[src/rtl/vbsc_pkg.sv]
`default_nettype none

package vbsc_pkg;

    // register map, byte addresses on the serial configuration port
    localparam logic [7:0]  VBSC_CTRL_ADDR      = 8'h04;
    localparam logic [7:0]  VBSC_STATUS_ADDR    = 8'h09;

    // clock_multiplier_control field layout
    localparam int          VBSC_LOOPBW_MSB     = 20;
    localparam int          VBSC_LOOPBW_LSB     = 16;
    localparam int          VBSC_PLL_EN_BIT     = 15;
    localparam int          VBSC_RATIO1_MSB     = 14;
    localparam int          VBSC_RATIO1_LSB     = 13;
    localparam int          VBSC_RATIO2_MSB     = 12;
    localparam int          VBSC_RATIO2_LSB     = 11;
    localparam int          VBSC_BIAS_MSB       = 10;
    localparam int          VBSC_BIAS_LSB       = 8;
    localparam int          VBSC_BAND_MSB       = 7;
    localparam int          VBSC_BAND_LSB       = 2;
    localparam int          VBSC_DRIVE_MSB      = 1;
    localparam int          VBSC_DRIVE_LSB      = 0;
    localparam logic [31:0] VBSC_CTRL_RESET     = 32'h0000_0000;
    localparam logic [31:0] VBSC_CTRL_WMASK     = 32'h001F_FFFF;

    // lock_status field layout
    localparam int          VBSC_LOCK_BIT       = 3;

    // band codes
    localparam logic [5:0]  VBSC_BAND_AUTO      = 6'h3F;
    localparam logic [5:0]  VBSC_BAND_MIN       = 6'h00;
    localparam logic [5:0]  VBSC_BAND_MAX_FIXED = 6'h3E;

    // timing
    localparam int          VBSC_CLK_FREQ_KHZ   = 10000;
    localparam int          VBSC_LOCK_TIME_US   = 5000;
    localparam int          VBSC_LOCK_CYCLES    = VBSC_LOCK_TIME_US * VBSC_CLK_FREQ_KHZ / 1000;
    localparam int          VBSC_DWELL_TIME_US  = 500;
    localparam int          VBSC_DWELL_CYCLES   = VBSC_DWELL_TIME_US * VBSC_CLK_FREQ_KHZ / 1000;

    typedef enum logic [1:0] {
        VBSC_IDLE   = 2'b00,
        VBSC_SETTLE = 2'b01,
        VBSC_DECIDE = 2'b11,
        VBSC_DONE   = 2'b10
    } vbsc_state_type;

    function automatic logic [5:0] vbsc_midpoint(input logic [5:0] lo, input logic [5:0] hi);
        logic [6:0] sum;
        sum = {1'b0, lo} + {1'b0, hi};
        return sum[6:1];
    endfunction

endpackage

`default_nettype wire

[src/rtl/vbsc_band_search.sv]
`default_nettype none

module vbsc_band_search
    import vbsc_pkg::*;
#(
    parameter int DWELL_CYCLES = VBSC_DWELL_CYCLES
) (
    input  wire logic       clock,
    input  wire logic       rst,
    input  wire logic       start,
    input  wire logic       abort,
    input  wire logic       reference_clock_input_ok,
    input  wire logic       vco_below_target,
    output logic [5:0]      band,
    output logic            busy,
    output logic            done
);

    vbsc_state_type state_reg, state_next;
    logic [5:0]     lo_reg, lo_next;
    logic [5:0]     hi_reg, hi_next;
    logic [5:0]     band_reg, band_next;
    logic [31:0]    timer_reg, timer_next;
    logic [5:0]     lo_new;
    logic [5:0]     hi_new;

    always_comb begin
        state_next = state_reg;
        lo_next    = lo_reg;
        hi_next    = hi_reg;
        band_next  = band_reg;
        timer_next = timer_reg;
        lo_new     = lo_reg;
        hi_new     = hi_reg;
        if (start) begin
            // binary search over the fixed bands only, the auto code is never tried
            lo_next    = VBSC_BAND_MIN;
            hi_next    = VBSC_BAND_MAX_FIXED;
            band_next  = vbsc_midpoint(VBSC_BAND_MIN, VBSC_BAND_MAX_FIXED);
            timer_next = 32'h0000_0000;
            state_next = VBSC_SETTLE;
        end else if (abort) begin
            state_next = VBSC_IDLE;
        end else begin
            case (state_reg)
                VBSC_IDLE: begin
                    state_next = VBSC_IDLE;
                end
                VBSC_SETTLE: begin
                    // a missing reference clock freezes the dwell instead of misjudging
                    if (reference_clock_input_ok) begin
                        if (timer_reg == 32'(DWELL_CYCLES - 1)) begin
                            state_next = VBSC_DECIDE;
                        end else begin
                            timer_next = timer_reg + 32'h0000_0001;
                        end
                    end
                end
                VBSC_DECIDE: begin
                    // higher codes run faster, so a slow vco moves the window up
                    if (vco_below_target) begin
                        lo_new = band_reg + 6'h01;
                    end else begin
                        hi_new = band_reg;
                    end
                    lo_next    = lo_new;
                    hi_next    = hi_new;
                    timer_next = 32'h0000_0000;
                    if (lo_new == hi_new) begin
                        band_next  = lo_new;
                        state_next = VBSC_DONE;
                    end else begin
                        band_next  = vbsc_midpoint(lo_new, hi_new);
                        state_next = VBSC_SETTLE;
                    end
                end
                VBSC_DONE: begin
                    state_next = VBSC_DONE;
                end
                default: begin
                    state_next = VBSC_IDLE;
                end
            endcase
        end
    end

    always_ff @(posedge clock) begin
        if (rst) begin
            state_reg <= VBSC_IDLE;
            lo_reg    <= VBSC_BAND_MIN;
            hi_reg    <= VBSC_BAND_MAX_FIXED;
            band_reg  <= VBSC_BAND_MIN;
            timer_reg <= 32'h0000_0000;
        end else begin
            state_reg <= state_next;
            lo_reg    <= lo_next;
            hi_reg    <= hi_next;
            band_reg  <= band_next;
            timer_reg <= timer_next;
        end
    end

    assign band = band_reg;
    assign busy = (state_reg == VBSC_SETTLE) || (state_reg == VBSC_DECIDE);
    assign done = (state_reg == VBSC_DONE);

endmodule // vbsc_band_search

`default_nettype wire

[src/rtl/vbsc_band_select.sv]
// Overview of operation
// - band field bits 7:2; 63 starts search
// - codes 0..62 fix one band, rising frequency
// - auto search ends with lock pin, bit 3
// - after lock, band field reads chosen band
// - writing 0..62 fixes band, leaves auto
`default_nettype none

module vbsc_band_select
    import vbsc_pkg::*;
#(
    parameter int DWELL_CYCLES = VBSC_DWELL_CYCLES,
    parameter int LOCK_CYCLES  = VBSC_LOCK_CYCLES
) (
    input  wire logic        clock,
    input  wire logic        rst,
    input  wire logic        reg_wr,
    input  wire logic        reg_rd,
    input  wire logic [7:0]  reg_addr,
    input  wire logic [31:0] reg_wdata,
    output logic [31:0]      reg_rdata,
    input  wire logic        reference_clock_input_ok,
    input  wire logic        vco_below_target,
    input  wire logic        pll_phase_locked,
    output logic             lock_pin,
    output logic [5:0]       osc_band,
    output logic             pll_enable,
    output logic [1:0]       vco_ratio_first,
    output logic [1:0]       clock_ratio_second,
    output logic [4:0]       loop_bandwidth,
    output logic [2:0]       pll_bias,
    output logic [1:0]       vco_drive
);

    logic [31:0] ctrl_reg, ctrl_next;
    logic        auto_reg, auto_next;
    logic        lock_reg, lock_next;
    logic [5:0]  osc_band_reg, osc_band_next;
    logic [31:0] rdata_reg, rdata_next;
    logic        ctrl_wr;
    logic [5:0]  wr_band;
    logic        search_start;
    logic        search_abort;
    logic [5:0]  search_band;
    logic        search_busy;
    logic        search_done;
    logic [5:0]  band_readback;
    logic [31:0] search_cycles_reg, search_cycles_next;

    assign ctrl_wr      = reg_wr && (reg_addr == VBSC_CTRL_ADDR);
    assign wr_band      = reg_wdata[VBSC_BAND_MSB:VBSC_BAND_LSB];
    assign search_start = ctrl_wr && (wr_band == VBSC_BAND_AUTO);
    assign search_abort = ctrl_wr && (wr_band != VBSC_BAND_AUTO);

    vbsc_band_search #(
        .DWELL_CYCLES     (DWELL_CYCLES)
    ) u_search (
        .clock            (clock),
        .rst              (rst),
        .start            (search_start),
        .abort            (search_abort),
        .reference_clock_input_ok        (reference_clock_input_ok),
        .vco_below_target (vco_below_target),
        .band             (search_band),
        .busy             (search_busy),
        .done             (search_done)
    );

    // an unfinished search reads back the auto code, never a trial band
    always_comb begin
        if (auto_reg && search_done) begin
            band_readback = search_band;
        end else if (auto_reg) begin
            band_readback = VBSC_BAND_AUTO;
        end else begin
            band_readback = ctrl_reg[VBSC_BAND_MSB:VBSC_BAND_LSB];
        end
    end

    always_comb begin
        ctrl_next     = ctrl_reg;
        auto_next     = auto_reg;
        lock_next     = lock_reg;
        osc_band_next = osc_band_reg;
        rdata_next    = 32'h0000_0000;
        // ratios and bias are plain storage; the host loads them before a search
        if (ctrl_wr) begin
            ctrl_next = reg_wdata & VBSC_CTRL_WMASK;
            auto_next = (wr_band == VBSC_BAND_AUTO);
        end
        if (auto_reg) begin
            osc_band_next = search_band;
        end else begin
            osc_band_next = ctrl_reg[VBSC_BAND_MSB:VBSC_BAND_LSB];
        end
        // any band change drops lock for at least one cycle
        if (ctrl_wr) begin
            lock_next = 1'b0;
        end else if (auto_reg) begin
            lock_next = search_done;
        end else begin
            lock_next = ctrl_reg[VBSC_PLL_EN_BIT] && pll_phase_locked;
        end
        if (reg_rd) begin
            case (reg_addr)
                VBSC_CTRL_ADDR: begin
                    rdata_next = ctrl_reg;
                    rdata_next[VBSC_BAND_MSB:VBSC_BAND_LSB] = band_readback;
                end
                VBSC_STATUS_ADDR: begin
                    rdata_next[VBSC_LOCK_BIT] = lock_reg;
                end
                default: begin
                    rdata_next = 32'h0000_0000;
                end
            endcase
        end
    end

    always_ff @(posedge clock) begin
        if (rst) begin
            ctrl_reg     <= VBSC_CTRL_RESET;
            auto_reg     <= 1'b0;
            lock_reg     <= 1'b0;
            osc_band_reg <= VBSC_BAND_MIN;
            rdata_reg    <= 32'h0000_0000;
        end else begin
            ctrl_reg     <= ctrl_next;
            auto_reg     <= auto_next;
            lock_reg     <= lock_next;
            osc_band_reg <= osc_band_next;
            rdata_reg    <= rdata_next;
        end
    end

    assign reg_rdata          = rdata_reg;
    assign lock_pin           = lock_reg;
    assign osc_band           = osc_band_reg;
    assign pll_enable         = ctrl_reg[VBSC_PLL_EN_BIT];
    assign vco_ratio_first    = ctrl_reg[VBSC_RATIO1_MSB:VBSC_RATIO1_LSB];
    assign clock_ratio_second = ctrl_reg[VBSC_RATIO2_MSB:VBSC_RATIO2_LSB];
    assign loop_bandwidth     = ctrl_reg[VBSC_LOOPBW_MSB:VBSC_LOOPBW_LSB];
    assign pll_bias           = ctrl_reg[VBSC_BIAS_MSB:VBSC_BIAS_LSB];
    assign vco_drive          = ctrl_reg[VBSC_DRIVE_MSB:VBSC_DRIVE_LSB];

    // cycles spent searching with the reference present, for the lock deadline
    always_comb begin
        search_cycles_next = search_cycles_reg;
        if (!search_busy) begin
            search_cycles_next = 32'h0000_0000;
        end else if (reference_clock_input_ok) begin
            search_cycles_next = search_cycles_reg + 32'h0000_0001;
        end
    end

    always_ff @(posedge clock) begin
        if (rst) begin
            search_cycles_reg <= 32'h0000_0000;
        end else begin
            search_cycles_reg <= search_cycles_next;
        end
    end
endmodule // vbsc_band_select

`default_nettype wire

[config.mk]
export PLATFORM = sky130hd
export DESIGN_NAME = vbsc_band_select
export DESIGN_NICKNAME = d
export VERILOG_FILES = /design/src/rtl/vbsc_pkg.sv /design/src/rtl/vbsc_band_search.sv /design/src/rtl/vbsc_band_select.sv
export SDC_FILE = /design/constraint.sdc
export NUM_CORES = 1
export LEC_CHECK = 0
export BUFFER_PORTS_ARGS = -buffer_cell sky130_fd_sc_hd__buf_4
export CORE_ASPECT_RATIO = 2
export CORE_MARGIN = 3
export CORE_UTILIZATION = 40
export DETAILED_ROUTE_END_ITERATION = 12
export PLACE_DENSITY = 0.68
export REMOVE_ABC_BUFFERS = 1
export SETUP_SLACK_MARGIN = 0.4
export SLEW_MARGIN = 40
export SYNTH_ARGS = -nofsm -noshare
export SYNTH_HDL_FRONTEND = slang
export SYNTH_SLANG_ARGS = --single-unit
[constraint.sdc]
create_clock -name clock -period 4.1 [get_ports clock]
set_input_delay 1.23 -clock clock [delete_from_list [all_inputs] [get_ports clock]]
set_output_delay 1.23 -clock clock [all_outputs]
set_load 0.02 [all_outputs]
==> impl_metrics.csv <==
group,metric,value,unit
clock_network,insertion_delay,0.35,ns
critical_path,crit_type,"in2reg",
die,core,11500,um^2
global_route,first_global_vias,4063,
critical_path,worstPathMaxFanout,18,
timing,max_slew.worst_pin.slew,0.747,ns
logic_synthesis,synth_area_per_cell,8.44,um^2
global_route,grt_pass1_wl,19000,um
route,drtIter0Drc,180,
clock_network,cts_tree,"yes",
route,vias,4234,
final_layout,fin_nets,674,
die,dieWidth,83.4,um
route,vias_per_cell,5.56,
logic_synthesis,ys_types,55,
critical_path,cpPeakStageDelay,0.52,ns
timing,tns,0,ns
logic_synthesis,ys.warnings.count,0,
global_route,grt_max_degree,48,
timing,finalCritPeriodShare,0.729,
logic_synthesis,synthFlopType,"dfxtp_1",
clock_network,cts.sinks,102,
worst_hold_path,worstHoldPathType,"reg2reg",
die,rows,55,
final_layout,layout_common_cells,"102 x dfxtp_1, 85 x buf_4, 70 x nand2_1",
logic_synthesis,syn_area,4790,um^2
place,hpwlAfterDp,8910,um
clock_network,htreeDepth,3,
final_layout,drive_gt1_frac,0.189,
global_route,grt.overflow.total,0,
final_layout,area.growth.synth_to_final,17.6,%
final_layout,stdcell_count,762,
timing,setup_slack,1.11,ns
job,maxCapViolations,0,
logic_synthesis,postSynthCellCount,567,
route,first_pass_iters,4,
status,status,"finished, final reports clean",
clock_network,numCtsBuffers,9,
global_route,antenna_found_initial,0,
timing,maxSlewViolCount,0,
timing,finClkSkew,0.0106,ns
route,detail_route.wl_per_cell,15.4,um
timing,grt_setup_unrepaired,"no",
critical_path,cp_num_buf_inv,1,
final_layout,fin_area,5630,um^2
pwr,power,1.95,mW
clock_network,cts_resized,0,
final_layout,finish.utilization,0.490,
route,totalWireLength,11700,um
place,place_ws,0.763,ns
critical_path,cp.required,4.31,ns
clock_network,ctsHoldBuffers,0,
die,start_util,0.417,
place,dp_cells,746,
logic_synthesis,synth-seq-cells,102,
global_route,grt_usage,0.173,
clock_network,root_buffer,"clkbuf_16",
critical_path,crit_path_top_delay_cell,"or4_1",
die,dieArea,13400,um^2
timing,max_clock_freq,0.335,GHz
critical_path,crit_family,"simple AND/OR/NAND/NOR gates",
place,gp_congestion,0.904,
critical_path,crit_chain,"buf_4 -> mux2_2 -> ha_1 -> nor2_1 -> and3_1 -> or4_1 -> o211ai_1 -> a211oi_1",
critical_path,cp_data_arrival_time,3.20,ns
critical_path,cp-end-kind,"flip-flop",
clock_network,post_cts_buffers,0,
clock_network,clkSlewWorstSetupHoldPaths,0.07,ns
final_layout,layout_commonest_cell,"dfxtp_1",
route,ant_nets,0,
timing,relSlewSlack,0.501,
place,portBuffers,78,
pwr,peakVddDrop,0.259,mV
logic_synthesis,ys_seq_area_frac,0.427,
final_layout,n_antenna_cell,0,
timing,setup_viol,0,
timing,finalHoldViolCount,0,
place,dpl_cell_area,5330,um^2
timing,holdWs,0.466,ns
pwr,power.density,346,nW/um^2
logic_synthesis,async_flop_share,0,
critical_path,cp-start-kind,"input pin",
timing,min_period,2.99,ns
die,pin_count,101,
pwr,p_leak,2.08,nW
route,drc,0,
die,die-height,161,um
clock_network,clk_path_buf_depth,2,
final_layout,largest_register_ffs,32,
logic_synthesis,synth-edff-count,0,
final_layout,fillers,1090,
-- per-layer routing --
metal	vias to the layer above	track usage	share of wire
li1	2096	-	-
met1	1986	0.172	0.37
met2	124	0.329	0.55
met3	28	0.0349	0.052
met4	0	0.0893	0.036
met5	-	0	0
-- logic make-up (layout without fill, tap and decap cells) --
group / Yosys count / in the layout / share of synthesized area
AND/OR/NAND/NOR: 239 / 239 / 0.263
AO/OA/AOI/OAI: 124 / 124 / 0.152
flip-flops: 102 / 102 / 0.427
buffers and inverters: 64 / 107 / 0.0721
multiplexers: 19 / 19 / 0.0413
adder cells (fa/ha/maj): 12 / 12 / 0.0329
XOR/XNOR: 6 / 6 / 0.0110
other: 1 / 11 / 0.000783
-- path summary, 6_finish.rpt --
path,from,cells after the start,slack (ns),end
setup / recovery,vco_below_target,8,1.11,u_search.band[4]
hold / removal,ctrl_reg[3],2,0.47,ctrl_reg[3]
hold reg to reg,ctrl_reg[3],2,0.47,ctrl_reg[3]
setup reg to reg,u_search.band[2],9,1.25,u_search.band[4]
-- synth_stat cells (all sizes together), types with 6 or more instances --
cell	count	area (um^2)
or4	17	128
inv	6	22.5
nand4	6	37.5
o21ai	23	115
ha	11	138
or3	19	119
nor2	45	169
a21oi	60	300
dfxtp	102	2040
o31ai	12	90.1
nor4	11	81.3
mux2	6	67.6
mux2i	13	130
a211oi	10	75.1
nand3	21	110
nor3	10	55.1
and3	6	37.5
clkbuf	26	97.6
buf	32	225
nand2	70	263
and2	16	100
-- report_power, final --
part | internal [mW] | total [mW] | switching (mW)
combinational | 0.0430 | 0.102 | 0.0593
sequential | 0.990 | 0.991 | 0.000204
clock | 0.490 | 0.856 | 0.366
-- worst reg2reg max path: cells and delay by family (launching register included) --
family | cells | cell delay (ns)
flip-flops | 1 | 0.50
adder cells (fa/ha/maj) | 1 | 0.24
AO/OA/AOI/OAI | 3 | 0.52
AND/OR/NAND/NOR | 5 | 1.48
-- layout make-up --
cell class / count / area [um^2] / share of cell area
Tap cell: 142 / 178 / 0.0316
Timing Repair Buffer: 85 / 638 / 0.113
Clock buffer: 11 / 243 / 0.0431
Inverter: 6 / 22.5 / 0.00400
Sequential cell: 102 / 2040 / 0.363
Multi-Input combinational cell: 411 / 2450 / 0.435
Clock inverter: 5 / 56.3 / 0.0100
(Power assumes the default switching activity.)
